===== src/design/ido_pkg.sv =====
package ido_pkg;

  // opcodes handled by this operand-fetch core
  localparam logic [7:0] OPC_LDA_IMM = 8'hA6;
  localparam logic [7:0] OPC_LDX_IMM = 8'hAE;
  localparam logic [7:0] OPC_ADD_SP_IMM = 8'hA7;
  localparam logic [7:0] OPC_ADD_IDX_IMM = 8'hAF;
  localparam logic [7:0] OPC_CMP_ACC_BR_IMM = 8'h41;
  localparam logic [7:0] OPC_CMP_XLO_BR_IMM = 8'h51;
  localparam logic [7:0] OPC_CMP_PAIR_IMM = 8'h65;
  localparam logic [7:0] OPC_LOAD_PAIR_IMM = 8'h45;
  localparam logic [7:0] OPC_LDA_DIR = 8'hB6;
  localparam logic [7:0] OPC_LDA_EXT = 8'hC6;
  localparam logic [7:0] OPC_CMP_MEM_BR_DIR = 8'h31;
  localparam logic [7:0] OPC_DEC_BR_DIR = 8'h3B;
  localparam logic [7:0] OPC_SHIFT_LEFT_DIR = 8'h38;
  localparam logic [7:0] OPC_CMP_PAIR_DIR = 8'h75;
  localparam logic [7:0] OPC_STORE_PAIR_DIR = 8'h35;
  localparam logic [7:0] OPC_LOAD_PAIR_DIR = 8'h55;
  // bit-test branches occupy opcodes 0x00..0x0F
  localparam logic [3:0] OPC_BITBR_HI = 4'h0;

  // direct page high byte and reset values
  localparam logic [7:0] DIRECT_PAGE = 8'h00;
  localparam logic [15:0] RESET_PC = 16'h0100;
  localparam logic [15:0] RESET_SP = 16'h00FF;
  localparam logic [15:0] ADDR_STEP = 16'h0001;
  localparam logic [7:0] BYTE_ONE = 8'h01;

  typedef enum logic [3:0] {
    S_FETCH = 4'h0,
    S_OPC = 4'h1,
    S_B1 = 4'h2,
    S_B2 = 4'h3,
    S_M1 = 4'h4,
    S_M2 = 4'h5,
    S_EXEC = 4'h6,
    S_W1 = 4'h7,
    S_W2 = 4'h8
  } ido_state_e;

  typedef struct packed {
    logic [15:0] addr;
    logic [7:0] wdata;
    logic we;
    logic re;
  } ido_bus_s;

  typedef struct packed {
    logic [7:0] acc;
    logic [15:0] hx;
    logic [15:0] sp;
    logic [15:0] pc;
    logic zero;
    logic carry;
  } ido_regs_s;

  typedef struct packed {
    logic known;
    logic two_bytes;
    logic imm16;
    logic ext;
    logic mem_rd;
    logic mem16;
    logic mem_wr;
  } ido_dec_s;

endpackage : ido_pkg


===== src/design/ido_core.sv =====
`timescale 1ns/100ps
`default_nettype none

// Summary of operation
// - Direct mode reaches any of the lowest 256 locations with an opcode and one address byte.
// - In direct mode the byte after the opcode is the low byte of the effective address.
// - In direct mode the high address byte is forced to zero and never fetched.
// - A direct form takes one program byte and one bus cycle fewer than its extended form.
// - Bit-test branches are opcode, direct address, then relative displacement.
// - Direct index-pair compare, store and load use address for high byte and address+1 for low.
// - Add-signed-to-stack-pointer adds the sign-extended immediate byte to the stack pointer.
// - Add-signed-to-index adds the sign-extended immediate byte to the 16-bit index pair.
// - Accumulator and low index compare-and-branch take the branch when equal to the immediate.
// - The 16-bit index pair can be loaded from and compared with an immediate operand.
// - Memory compare-and-branch compares a direct operand with the accumulator, branches if equal.
// - Decrement-and-branch decrements the direct byte, writes it back, branches if not zero.
// - Arithmetic and logical shift left of memory are one opcode with one result.
// - Immediate operands follow the opcode: two bytes for the index-pair load and compare, one byte otherwise.
// - Immediate index-pair instructions carry two bytes of data after the opcode.
module ido_core (
  // clock and reset
  input wire logic sys_clk_i,
  input wire logic reset_n_i,
  // memory bus, read data valid one cycle after its address
  input wire logic [7:0] mem_rdata_i,
  output var ido_pkg::ido_bus_s mem_bus_o,
  // architectural state
  output var ido_pkg::ido_regs_s regs_o,
  output logic instr_done_o
);

  ido_pkg::ido_state_e state;
  ido_pkg::ido_state_e next_state;
  ido_pkg::ido_dec_s dec;
  logic [7:0] opcode;
  logic [7:0] byte1;
  logic [7:0] byte2;
  logic [7:0] mem1;
  logic [7:0] mem2;
  logic [15:0] eff_addr;
  logic [15:0] pc;
  logic [15:0] sp;
  logic [15:0] hx;
  logic [7:0] acc;
  logic zero;
  logic carry;
  logic [7:0] wbyte;
  logic take_branch;
  logic [7:0] alu_res;
  logic [16:0] cmp16;
  logic [15:0] operand16;
  logic tested_bit;

  // sign-extend an 8-bit immediate or displacement
  function automatic logic [15:0] sext8(input logic [7:0] v);
    sext8 = {{8{v[7]}}, v};
  endfunction : sext8

  // instruction length and bus shape from the opcode
  function automatic ido_pkg::ido_dec_s decode(input logic [7:0] op);
    ido_pkg::ido_dec_s d;
    d = '0;
    d.known = 1'b1;
    if (op[7:4] == ido_pkg::OPC_BITBR_HI)
    begin
      d.two_bytes = 1'b1;
      d.mem_rd = 1'b1;
    end
    else
    begin
      case (op)
        ido_pkg::OPC_LDA_IMM, ido_pkg::OPC_LDX_IMM,
        ido_pkg::OPC_ADD_SP_IMM, ido_pkg::OPC_ADD_IDX_IMM: d.known = 1'b1;
        ido_pkg::OPC_CMP_ACC_BR_IMM, ido_pkg::OPC_CMP_XLO_BR_IMM: d.two_bytes = 1'b1;
        ido_pkg::OPC_CMP_PAIR_IMM, ido_pkg::OPC_LOAD_PAIR_IMM:
        begin
          d.two_bytes = 1'b1;
          d.imm16 = 1'b1;
        end
        ido_pkg::OPC_LDA_DIR: d.mem_rd = 1'b1;
        ido_pkg::OPC_SHIFT_LEFT_DIR:
        begin
          d.mem_rd = 1'b1;
          d.mem_wr = 1'b1;
        end
        ido_pkg::OPC_LDA_EXT:
        begin
          d.two_bytes = 1'b1;
          d.ext = 1'b1;
          d.mem_rd = 1'b1;
        end
        ido_pkg::OPC_CMP_MEM_BR_DIR: begin d.two_bytes = 1'b1; d.mem_rd = 1'b1; end
        ido_pkg::OPC_DEC_BR_DIR:
        begin
          d.two_bytes = 1'b1;
          d.mem_rd = 1'b1;
          d.mem_wr = 1'b1;
        end
        ido_pkg::OPC_CMP_PAIR_DIR, ido_pkg::OPC_LOAD_PAIR_DIR:
        begin
          d.mem_rd = 1'b1;
          d.mem16 = 1'b1;
        end
        ido_pkg::OPC_STORE_PAIR_DIR: d.mem_wr = 1'b1;
        default: d.known = 1'b0;
      endcase
    end
    decode = d;
  endfunction : decode

  // in OPC the opcode is still on the read bus, later it is latched
  assign dec = decode((state == ido_pkg::S_OPC) ? mem_rdata_i : opcode);

  // sequencing
  always_comb
  begin
    next_state = state;
    unique case (state)
      ido_pkg::S_FETCH: next_state = ido_pkg::S_OPC;
      ido_pkg::S_OPC: next_state = dec.known ? ido_pkg::S_B1 : ido_pkg::S_FETCH;
      ido_pkg::S_B1:
        if (dec.two_bytes)
          next_state = ido_pkg::S_B2;
        else if (dec.mem_rd)
          next_state = ido_pkg::S_M1;
        else
          next_state = ido_pkg::S_EXEC;
      ido_pkg::S_B2: next_state = dec.mem_rd ? ido_pkg::S_M1 : ido_pkg::S_EXEC;
      ido_pkg::S_M1: next_state = dec.mem16 ? ido_pkg::S_M2 : ido_pkg::S_EXEC;
      ido_pkg::S_M2: next_state = ido_pkg::S_EXEC;
      ido_pkg::S_EXEC: next_state = dec.mem_wr ? ido_pkg::S_W1 : ido_pkg::S_FETCH;
      ido_pkg::S_W1:
        next_state = (opcode == ido_pkg::OPC_STORE_PAIR_DIR) ? ido_pkg::S_W2 : ido_pkg::S_FETCH;
      ido_pkg::S_W2: next_state = ido_pkg::S_FETCH;
      default: next_state = ido_pkg::S_FETCH;
    endcase
  end

  always_ff @(posedge sys_clk_i or negedge reset_n_i)
  begin
    if (!reset_n_i)
      state <= ido_pkg::S_FETCH;
    else
      state <= next_state;
  end

  // program counter: one step per program byte read, then the branch
  always_ff @(posedge sys_clk_i or negedge reset_n_i)
  begin
    if (!reset_n_i)
      pc <= ido_pkg::RESET_PC;
    else if (state == ido_pkg::S_FETCH || state == ido_pkg::S_OPC && dec.known)
      pc <= pc + ido_pkg::ADDR_STEP;
    else if (state == ido_pkg::S_B1 && dec.two_bytes)
      pc <= pc + ido_pkg::ADDR_STEP;
    else if (state == ido_pkg::S_EXEC && take_branch)
      pc <= pc + sext8(byte2); // displacement counts from the next opcode
  end

  // instruction bytes, operand data and effective address
  always_ff @(posedge sys_clk_i or negedge reset_n_i)
  begin
    if (!reset_n_i)
    begin
      opcode <= 8'h00;
      byte1 <= 8'h00;
      byte2 <= 8'h00;
      mem1 <= 8'h00;
      mem2 <= 8'h00;
      eff_addr <= 16'h0000;
    end
    else
    begin
      unique case (state)
        ido_pkg::S_OPC: opcode <= mem_rdata_i;
        ido_pkg::S_B1:
        begin
          byte1 <= mem_rdata_i;
          eff_addr <= {ido_pkg::DIRECT_PAGE, mem_rdata_i};
        end
        ido_pkg::S_B2:
        begin
          byte2 <= mem_rdata_i;
          if (dec.ext)
            eff_addr <= {byte1, mem_rdata_i};
        end
        ido_pkg::S_M1: mem1 <= mem_rdata_i;
        ido_pkg::S_M2: mem2 <= mem_rdata_i;
        default: mem2 <= mem2;
      endcase
    end
  end

  // execute datapath; the bit-branch displacement is byte2, as for the others
  always_comb
  begin
    operand16 = dec.imm16 ? {byte1, byte2} : {mem1, mem2};
    cmp16 = {1'b0, hx} - {1'b0, operand16};
    tested_bit = mem1[opcode[3:1]];
    alu_res = 8'h00;
    take_branch = 1'b0;
    if (opcode[7:4] == ido_pkg::OPC_BITBR_HI)
      take_branch = tested_bit ^ opcode[0];
    else
    begin
      case (opcode)
        ido_pkg::OPC_CMP_ACC_BR_IMM: take_branch = (acc == byte1);
        ido_pkg::OPC_CMP_XLO_BR_IMM: take_branch = (hx[7:0] == byte1);
        ido_pkg::OPC_CMP_MEM_BR_DIR: take_branch = (acc == mem1);
        ido_pkg::OPC_DEC_BR_DIR:
        begin
          alu_res = mem1 - ido_pkg::BYTE_ONE;
          take_branch = (alu_res != 8'h00);
        end
        ido_pkg::OPC_SHIFT_LEFT_DIR: alu_res = {mem1[6:0], 1'b0};
        default: alu_res = 8'h00;
      endcase
    end
  end

  // programmer-visible registers, updated once per instruction
  always_ff @(posedge sys_clk_i or negedge reset_n_i)
  begin
    if (!reset_n_i)
    begin
      acc <= 8'h00;
      hx <= 16'h0000;
      sp <= ido_pkg::RESET_SP;
      zero <= 1'b0;
      carry <= 1'b0;
    end
    else if (state == ido_pkg::S_EXEC)
    begin
      case (opcode)
        ido_pkg::OPC_LDA_IMM: acc <= byte1;
        ido_pkg::OPC_LDA_DIR, ido_pkg::OPC_LDA_EXT: acc <= mem1;
        ido_pkg::OPC_LDX_IMM: hx[7:0] <= byte1;
        ido_pkg::OPC_ADD_SP_IMM: sp <= sp + sext8(byte1);
        ido_pkg::OPC_ADD_IDX_IMM: hx <= hx + sext8(byte1);
        ido_pkg::OPC_LOAD_PAIR_IMM, ido_pkg::OPC_LOAD_PAIR_DIR:
        begin
          hx <= operand16;
          zero <= (operand16 == 16'h0000);
        end
        ido_pkg::OPC_CMP_PAIR_IMM, ido_pkg::OPC_CMP_PAIR_DIR:
        begin
          zero <= (cmp16[15:0] == 16'h0000);
          carry <= cmp16[16];
        end
        ido_pkg::OPC_DEC_BR_DIR: zero <= zero; // flags untouched by the loop counter
        ido_pkg::OPC_SHIFT_LEFT_DIR:
        begin
          carry <= mem1[7];
          zero <= (alu_res == 8'h00);
        end
        default:
          if (opcode[7:4] == ido_pkg::OPC_BITBR_HI)
            carry <= tested_bit;
      endcase
    end
  end

  // write data is registered so the bus sees a clean byte
  always_ff @(posedge sys_clk_i or negedge reset_n_i)
  begin
    if (!reset_n_i)
      wbyte <= 8'h00;
    else if (state == ido_pkg::S_EXEC)
      wbyte <= (opcode == ido_pkg::OPC_STORE_PAIR_DIR) ? hx[15:8] : alu_res;
    else if (state == ido_pkg::S_W1)
      wbyte <= hx[7:0]; // low byte goes to address + 1
  end

  // bus drive; B1 steers a direct address and B2 an extended address from the byte on the bus
  always_comb
  begin
    mem_bus_o = '0;
    mem_bus_o.wdata = wbyte;
    unique case (state)
      ido_pkg::S_FETCH, ido_pkg::S_OPC:
      begin
        mem_bus_o.addr = pc;
        mem_bus_o.re = (state == ido_pkg::S_FETCH) || dec.known;
      end
      ido_pkg::S_B1:
      begin
        mem_bus_o.re = dec.two_bytes || dec.mem_rd;
        mem_bus_o.addr = dec.two_bytes ? pc : {ido_pkg::DIRECT_PAGE, mem_rdata_i};
      end
      ido_pkg::S_B2:
      begin
        mem_bus_o.re = dec.mem_rd;
        mem_bus_o.addr = dec.ext ? {byte1, mem_rdata_i} : eff_addr;
      end
      ido_pkg::S_M1:
      begin
        mem_bus_o.re = dec.mem16;
        mem_bus_o.addr = eff_addr + ido_pkg::ADDR_STEP;
      end
      ido_pkg::S_W1:
      begin
        mem_bus_o.we = 1'b1;
        mem_bus_o.addr = eff_addr;
      end
      ido_pkg::S_W2:
      begin
        mem_bus_o.we = 1'b1;
        mem_bus_o.addr = eff_addr + ido_pkg::ADDR_STEP;
      end
      default: mem_bus_o.addr = eff_addr;
    endcase
  end

  assign regs_o = '{acc: acc, hx: hx, sp: sp, pc: pc, zero: zero, carry: carry};
  assign instr_done_o = (state != ido_pkg::S_FETCH) && (next_state == ido_pkg::S_FETCH);

endmodule : ido_core

`default_nettype wire


===== config.mk =====
export PLATFORM = sky130hd
export DESIGN_NAME = ido_core
export DESIGN_NICKNAME = d
export VERILOG_FILES = /design/src/design/ido_pkg.sv /design/src/design/ido_core.sv
export SDC_FILE = /design/constraint.sdc
export NUM_CORES = 1
export LEC_CHECK = 0
export BUFFER_PORTS_ARGS = -buffer_cell sky130_fd_sc_hd__buf_2
export CAP_MARGIN = 20
export CORE_MARGIN = 3
export CORE_UTILIZATION = 40
export CTS_CLUSTER_DIAMETER = 80
export CTS_CLUSTER_SIZE = 40
export DETAILED_ROUTE_END_ITERATION = 12
export HOLD_SLACK_MARGIN = 0.02
export SLEW_MARGIN = 20
export SYNTH_ARGS = -nofsm -noshare
export SYNTH_HDL_FRONTEND = slang
export SYNTH_SLANG_ARGS = --single-unit

===== constraint.sdc =====
create_clock -name sys_clk_i -period 5.2 [get_ports sys_clk_i]
set_clock_uncertainty 0.15 [all_clocks]
set_input_delay 0.78 -clock sys_clk_i [delete_from_list [all_inputs] [get_ports sys_clk_i]]
set_output_delay 0.78 -clock sys_clk_i [all_outputs]
set_load 0.01 [all_outputs]

==> implementation parameters, run 1 <==
Parameter                              Value

Status
  Status ... completed

STA
  Portion of the clock cycle consumed by the worst path in the final layout ... 0.957
  Max frequency ... 201 MHz
  Hold slack ... around 0.29 ns
  Total setup violations reported at the end of the flow ... 0
  Hold violation total from the final report ... 0
  Tightest slew margin relative to the limit ... 0.280
  Transition time at the pin with the least slew margin ... 1.07 ns
  Number of pins with negative max-slew slack in the final report ... 0
  Minimum clock period ... 4.98 ns

Logic synthesis
  Count of distinct cell types in the synthesized netlist ... just under 90
  Number of storage elements in the synthesis netlist ... between 100 and 150
  Avg Inst Size Synth ... about 8 um2
  Mapped cell area ... roughly 11000 um2
  Post-synthesis async set-or-reset flop share ... 1.00
  Cell count after synthesis ... between 1000 and 1500
  Ys Warns ... 0
  Dominant register cell in the synthesized netlist ... sky130_fd_sc_hd__dfrtp_1
  Syn nets ... roughly 1400
  Count of flip-flops with a built-in enable after synthesis ... 0
  Sequential area share after synthesis ... 0.293

Drt
  Drt drc ... 0
  Drt via density ... about 6.1
  Via Count ... between 10000 and 15000
  Pre-antenna DRT Iters ... 5
  Number of nets still failing antenna checks after routing ... 0
  Final wirelength ... 36.3 mm
  DRT met1 WL ... around 17 mm
  Met3 wire length ... between 2 and 3 mm
  Post-DR wirelength/cell ... roughly 21 um
  Highest routed metal layer ... met4
  Routed wl met2 ... between 15 and 20 mm
  DRT iter0 DRCs ... 1014

Place
  Global placer's final weighted congestion ... around 0.95
  Post-detailed-placement cell area ... ~12000 um2
  Count of input and output buffers ... 94
  Sum of net half-perimeters after detailed placement ... approximately 26 mm
  Total instance count after detailed placement ... about 1700

Worst setup path
  Ordered cell list for the critical path ... nor4b_4 -> buf_4 -> buf_4 -> mux2i_1 -> nand4_1 -> or4_1 -> nor4b_2 -> nand3_1 -> nor2_1 -> nor4_1 -> nand2_1 -> nor3_1 -> buf_2
  Critical register-to-register path startpoint ... state[1]
  Critical path buffer and inverter count ... 3
  Critical Path End Type ... output pin
  Critical Path Slowest Stage Cell ... sky130_fd_sc_hd__or4_1
  Worst path top cell family by delay ... simple AND/OR/NAND/NOR gates
  Maximum net fanout on the critical path ... 9
  Worst r2r dst ... zero
  Peak per-stage delay on the critical path ... ~0.56 ns
  Cell with the most instances on the worst path ... sky130_fd_sc_hd__buf_4
  FF-to-FF path depth ... 17
  Required time reported for the critical path endpoint ... ~4.3 ns
  Worst Path Class, Setup ... reg -> out
  Arrival time at the worst endpoint ... 4.05 ns
  Kind of start point of the critical path ... register
  Reg2Reg Setup Slack ... 0.25 ns

Power and ir drop
  Ratio of total power to cell area ... between 700 and 800 nW/um2
  Power Total ... 8.85 mW
  Maximum VDD drop ... roughly 0.00023 V
  Static leakage ... 5.46 nW

Global routing
  Overall fraction of global-route tracks in use ... 0.248
  Maximum number of pins on one net before global-route repair ... 95
  Wire length of the first global-routing pass ... 56.4 mm
  Via count of the first global-routing pass ... between 9000 and 10000
  Antenna violations before repair ... 0
  Grt ovf ... 0

Floorplanning
  Number of top-level pins ... between 90 and 100
  Row count ... between 50 and 60
  Initial cell density of the core ... 0.411
  Die width ... between 150 and 200 um
  Die footprint ... about 29000 um2
  Die height ... 170 um
  Area of the core region ... around 26000 um2

Clocking
  Clock latency reported for the late side of the worst-skew pair ... about 0.44 ns
  Hold buffers post-CTS ... 0
  Clock tree root driver cell ... sky130_fd_sc_hd__clkbuf_16
  Largest buffer count on any clock path ... 2
  Sinks on the clock net ... between 100 and 150
  Clock tree from TritonCTS ... built
  CTS clk-pin slew, worst paths ... ~0.060 ns
  H-tree depth reported by CTS ... 4
  Number of buffers added by the clock tree synthesis step ... 17

Cells and area
  Number of antenna repair diodes ... 0
  P&R area growth vs syn ... 14.3%
  Most common library cell in the layout ignoring fill and taps ... sky130_fd_sc_hd__nand2_1
  Non-Filler Cell Area, Final ... 12300 um2
  Layout Utilization ... 0.469
  Commonest cells after routing, fill and taps aside ... 130 x sky130_fd_sc_hd__nand2_1, 117 x sky130_fd_sc_hd__dfrtp_1, 114 x sky130_fd_sc_hd__o21ai_0
  Number of nets at the end of the flow ... around 1500
  Layout cells sized above 1 ... 0.172
  Final instance count without filler cells ... between 1500 and 2000

Hold path
  Class of the most critical hold timing path ... in -> async

Job
  Max capacitance violation total ... 0
power by group:
| group | switching, mW | internal (mW) |
|---|---|---|
| Sequential | 0.859 | 1.37 |
| Clock | 0.509 | 0.781 |
| Combinational | 3.08 | 2.26 |
| Total | 4.45 | 4.41 |
cell type report:
type	count	area [um2]
repair buffers	134	777
fillers	2569	13900
multi-input cells	1064	7160
well taps	335	419
inverters	54	203
flip-flops and latches	126	3160
clock inverters	13	163
clock buffers	19	453
synth_stat cells (7+ instances only):
cell type                  instances  area (um2)
sky130_fd_sc_hd__nand2b_1         15        93.8
sky130_fd_sc_hd__dfrtp_1         117        2930
sky130_fd_sc_hd__a22oi_1          16         120
sky130_fd_sc_hd__o211a_1           8        80.1
sky130_fd_sc_hd__or4_1             7        52.6
sky130_fd_sc_hd__and2_1           11        68.8
sky130_fd_sc_hd__a221oi_1         11        96.3
sky130_fd_sc_hd__nor2_1          110         413
sky130_fd_sc_hd__o21ai_0         114         571
sky130_fd_sc_hd__dfstp_2           9         236
sky130_fd_sc_hd__nor3b_1           7        52.6
sky130_fd_sc_hd__xnor2_1          36         315
sky130_fd_sc_hd__a211oi_1         12        90.1
sky130_fd_sc_hd__nor4_1           12        75.1
sky130_fd_sc_hd__mux2i_1          49         490
sky130_fd_sc_hd__nand4_1          11        68.8
sky130_fd_sc_hd__a21oi_1         103         515
sky130_fd_sc_hd__nand3_1          37         185
sky130_fd_sc_hd__o31ai_1          13        97.6
sky130_fd_sc_hd__nand2_1         130         488
sky130_fd_sc_hd__nor2b_1          16         100
sky130_fd_sc_hd__a21boi_0          8        60.1
sky130_fd_sc_hd__clkbuf_1         57         214
sky130_fd_sc_hd__inv_1            54         203
sky130_fd_sc_hd__nor3_1           31         155
sky130_fd_sc_hd__ha_1             57         713
sky130_fd_sc_hd__xor2_1           26         228
sky130_fd_sc_hd__a222oi_1          8        80.1
sky130_fd_sc_hd__and3_1           23         144
sky130_fd_sc_hd__mux2_2           38         428
sky130_fd_sc_hd__buf_2             8        40.0
sky130_fd_sc_hd__o211ai_1          7        52.6
sky130_fd_sc_hd__a21o_1           12        90.1
sky130_fd_sc_hd__a31oi_1          13        81.3
sky130_fd_sc_hd__o22ai_1          11        68.8
worst max path at each step:
stage | from | end | slack (ns) | cells after the start
floorplan | mem_rdata_i[0] | zero | 0.33 | 19
global placement | mem_rdata_i[2] | zero | 0.36 | 18
detailed placement | mem_rdata_i[2] | zero | 0.24 | 18
CTS | state[3] | mem_bus_o[16] | 0.05 | 12
global route | state[1] | instr_done_o | -0.02 | 13
finish | state[1] | instr_done_o | 0.22 | 13
cells by family (layout without fill, tap and decap cells):
logic type / count (synthesis) / count (layout) / share of synthesized area
multiplexers: 91 / 91 / 0.0918
AO/OA/AOI/OAI: 400 / 400 / 0.237
buffers and inverters: 125 / 220 / 0.0451
XOR/XNOR: 62 / 62 / 0.0503
AND/OR/NAND/NOR: 446 / 446 / 0.206
adder cells (fa/ha/maj): 65 / 65 / 0.0763
flip-flops: 126 / 126 / 0.293
what timing repair did:
item	CTS	global route
buffers inserted	0	2
endpoints found under the setup margin	0	17
gates resized for setup	0	3
registers in the layout, summed over array words and instances, names as in the netlist, 16 cells and up:
| signal | count |
|---|---|
| sp | 16 |
| hx | 16 |
| pc | 16 |
| eff_addr | 16 |
stage by stage:
step | setup WS (ns) | setup TNS [ns]
2_1_floorplan | 0.326 | 0
3_3_place_gp | 0.357 | 0
3_5_place_dp | 0.240 | 0
4_1_cts | 0.0547 | 0
5_1_grt | -0.0180 | -0.0180
6_report | 0.222 | 0
layer usage:
layer / track usage / vias to the layer above
met2: 0.373 / 461
met3: 0.0525 / 47
li1: - / 5025
met4: 0.0681 / 0
met1: 0.361 / 5143
met5: 0 / -
Power figures use the tool's default switching activity.
==> inputs of run 2 (changes only) <==
RECOVER_POWER = 100   (was unset)
==> implementation parameters, run 2 (synthesized netlist as in run 1, its figures left out) <==
Parameter                              Value

Global routing
  Antenna violations before repair ... 0 (unchanged)
  Overall fraction of global-route tracks in use ... 0.248 (unchanged)
  Grt ovf ... 0 (unchanged)
  Via count of the first global-routing pass ... 9751 (unchanged)
  Wire length of the first global-routing pass ... 56.4 mm (unchanged)
  Maximum number of pins on one net before global-route repair ... 95 (unchanged)

Drt
  DRT met1 WL ... 16.7 mm (-0.77%)
  Met3 wire length ... 2.94 mm (+2.0%)
  Pre-antenna DRT Iters ... 6 (+1)
  Drt drc ... 0 (unchanged)
  Via Count ... 10600 (-0.35%)
  Highest routed metal layer ... met4
  Number of nets still failing antenna checks after routing ... 0 (unchanged)
  Post-DR wirelength/cell ... 20.8 um (about the same)
  Final wirelength ... 36.3 mm (about the same)
  Drt via density ... 6.10 (-0.35%)
  DRT iter0 DRCs ... 1054 (+3.9%)
  Routed wl met2 ... 15.9 mm (-0.29%)

Clocking
  Clock latency reported for the late side of the worst-skew pair ... 0.43 ns (about the same)
  CTS clk-pin slew, worst paths ... 0.06 ns (about the same)
  Number of buffers added by the clock tree synthesis step ... 17 (unchanged)
  Clock tree from TritonCTS ... built
  Sinks on the clock net ... 126 (unchanged)
  H-tree depth reported by CTS ... 4 (unchanged)
  Hold buffers post-CTS ... 0 (unchanged)
  Largest buffer count on any clock path ... 2 (unchanged)
  Clock tree root driver cell ... sky130_fd_sc_hd__clkbuf_16

Floorplanning
  Initial cell density of the core ... 0.411 (unchanged)
  Die width ... 170 um (unchanged)
  Die footprint ... 29000 um2 (unchanged)
  Die height ... 170 um (unchanged)
  Row count ... 59 (unchanged)
  Area of the core region ... 26300 um2 (unchanged)
  Number of top-level pins ... 95 (unchanged)

Status
  Status ... finished with violations
  Violated checks ... max-capacitance violations, max-slew violations

Worst setup path
  Arrival time at the worst endpoint ... 4.04 ns (about the same)
  Kind of start point of the critical path ... register
  Critical Path End Type ... output pin
  Worst Path Class, Setup ... reg -> out
  Cell with the most instances on the worst path ... sky130_fd_sc_hd__buf_4
  Critical path buffer and inverter count ... 3 (unchanged)
  Critical Path Slowest Stage Cell ... sky130_fd_sc_hd__or4_1
  Peak per-stage delay on the critical path ... 0.56 ns (about the same)
  Maximum net fanout on the critical path ... 9 (unchanged)
  Required time reported for the critical path endpoint ... 4.27 ns (about the same)
  Ordered cell list for the critical path ... nor4b_4 -> buf_4 -> buf_4 -> mux2i_1 -> nand4_1 -> or4_1 -> nor4b_2 -> nand3_1 -> nor2_1 -> nor4_1 -> nand2_1 -> nor3_1 -> buf_2
  Worst path top cell family by delay ... simple AND/OR/NAND/NOR gates

Power and ir drop
  Power Total ... 8.85 mW (about the same)
  Static leakage ... 5.45 nW (-0.15%)
  Combinational share of power ... 0.602 (about the same)
  Maximum VDD drop ... 0.000227 V (-0.18%)
  Total net switching power ... 4.44 mW (about the same)
  Ratio of total power to cell area ... 718 nW/um2 (about the same)
  Cell internal pwr ... 4.40 mW (-0.12%)
  Switching power as a share of total power ... 0.502 (about the same)
  Part of the power in registers ... 0.252 (about the same)
  Fraction of power consumed by the clock network ... 0.146 (about the same)

Cells and area
  Number of antenna repair diodes ... 0 (unchanged)
  P&R area growth vs syn ... 14.2%
  Most common library cell in the layout ignoring fill and taps ... sky130_fd_sc_hd__nand2_1
  Final instance count without filler cells ... 1745 (unchanged)
  Commonest cells after routing, fill and taps aside ... 130 x sky130_fd_sc_hd__nand2_1, 117 x sky130_fd_sc_hd__dfrtp_1, 114 x sky130_fd_sc_hd__o21ai_0
  Number of nets at the end of the flow ... 1467 (unchanged)
  Layout cells sized above 1 ... 0.171 (-0.00142)

STA
  Hold violation total from the final report ... 0 (unchanged)
  Transition time at the pin with the least slew margin ... 2.55 ns (+1.48 ns)
  Tightest slew margin relative to the limit ... -0.699 (-0.979)
  Total setup violations reported at the end of the flow ... 0 (unchanged)
  Minimum clock period ... 4.97 ns (-0.00834 ns)
  Number of pins with negative max-slew slack in the final report ... 95 (+95)
  Portion of the clock cycle consumed by the worst path in the final layout ... 0.956 (-0.00160)
  Max frequency ... 201 MHz (+0.17%)

Place
  Count of input and output buffers ... 94 (unchanged)
  Total instance count after detailed placement ... 1711 (unchanged)
  Global placer's final weighted congestion ... 0.947 (unchanged)
  Sum of net half-perimeters after detailed placement ... 26.4 mm (unchanged)

Job
  Max capacitance violation total ... 1 (+1)

Hold path
  Class of the most critical hold timing path ... reg -> reg
run 2: layout make-up:
type / count / area [um2]
clock buffers: 19 / 453
fillers: 2572 / 14000
multi-input cells: 1064 / 7160
inverters: 54 / 203
clock inverters: 13 / 163
flip-flops and latches: 126 / 3160
repair buffers: 134 / 763
well taps: 335 / 419
run 2: timing repair:
| action | 4_1_cts | 5_1_grt |
|---|---|---|
| endpoints found under the setup margin | 0 | 17 |
| setup buffers | 0 | 2 |
| resized for setup | 0 | 3 |
run 2: power by group through the flow:
stage	Combinational [mW]	Sequential (mW)	Clock, mW
2_1_floorplan	3.93	1.85	0
3_3_place_gp	5.20	2.21	0
3_5_place_dp	5.25	2.22	0
4_1_cts	5.28	2.20	1.31
5_1_grt	5.93	2.29	1.34
6_report	5.33	2.23	1.29
run 2: per-stage QoR:
step / util / cell area, um2 / setup TNS (ns) / worst slack (ns) / hold slack (ns)
2_1_floorplan: - / 10800 / 0 / 0.326 / 0.325
3_3_place_gp: 0.445 / 11700 / 0 / 0.357 / 0.310
3_5_place_dp: 0.445 / 11700 / 0 / 0.240 / 0.311
4_1_cts: 0.468 / 12300 / 0 / 0.0547 / 0.329
5_1_grt: 0.469 / 12300 / -0.0199 / -0.0180 / 0.346
6_report: 0.469 / 12300 / 0 / 0.231 / 0.320
run 2: path summary, 6_finish.rpt:
kind | to | cells after the start | from | slack (ns)
setup / recovery | instr_done_o | 13 | state[1] | 0.23
hold / removal | wbyte[7] | 2 | wbyte[7] | 0.32
setup reg to reg | zero | 17 | state[1] | 0.27
hold reg to reg | wbyte[7] | 2 | wbyte[7] | 0.32
max in group asynchronous | sp[4] | 2 | reset_n_i | 2.33
min in group asynchronous | zero | 1 | reset_n_i | 1.00
run 2: per-layer routing:
layer  GRT usage  vias to the layer above
li1            -                     5019
met1       0.361                     5115
met2       0.373                      448
met3      0.0525                       57
met4      0.0681                        0
met5           0                        -
run 2: worst register-to-register path, cell delays in order (launching register included):
cell and delay [ns]:
sky130_fd_sc_hd__dfrtp_1 0.50, sky130_fd_sc_hd__or4b_4 0.66, sky130_fd_sc_hd__nand3_1 0.24, sky130_fd_sc_hd__nand2_2 0.18, sky130_fd_sc_hd__mux2_2 0.34, sky130_fd_sc_hd__ha_1 0.19
sky130_fd_sc_hd__inv_1 0.08, sky130_fd_sc_hd__ha_1 0.24, sky130_fd_sc_hd__inv_1 0.06, sky130_fd_sc_hd__o211ai_1 0.07, sky130_fd_sc_hd__a2111oi_0 0.34, sky130_fd_sc_hd__o21ai_0 0.17
sky130_fd_sc_hd__a311oi_1 0.32, sky130_fd_sc_hd__o311ai_0 0.20, sky130_fd_sc_hd__nor4_1 0.33, sky130_fd_sc_hd__o2111ai_1 0.16, sky130_fd_sc_hd__or4_1 0.44, sky130_fd_sc_hd__o31ai_2 0.18
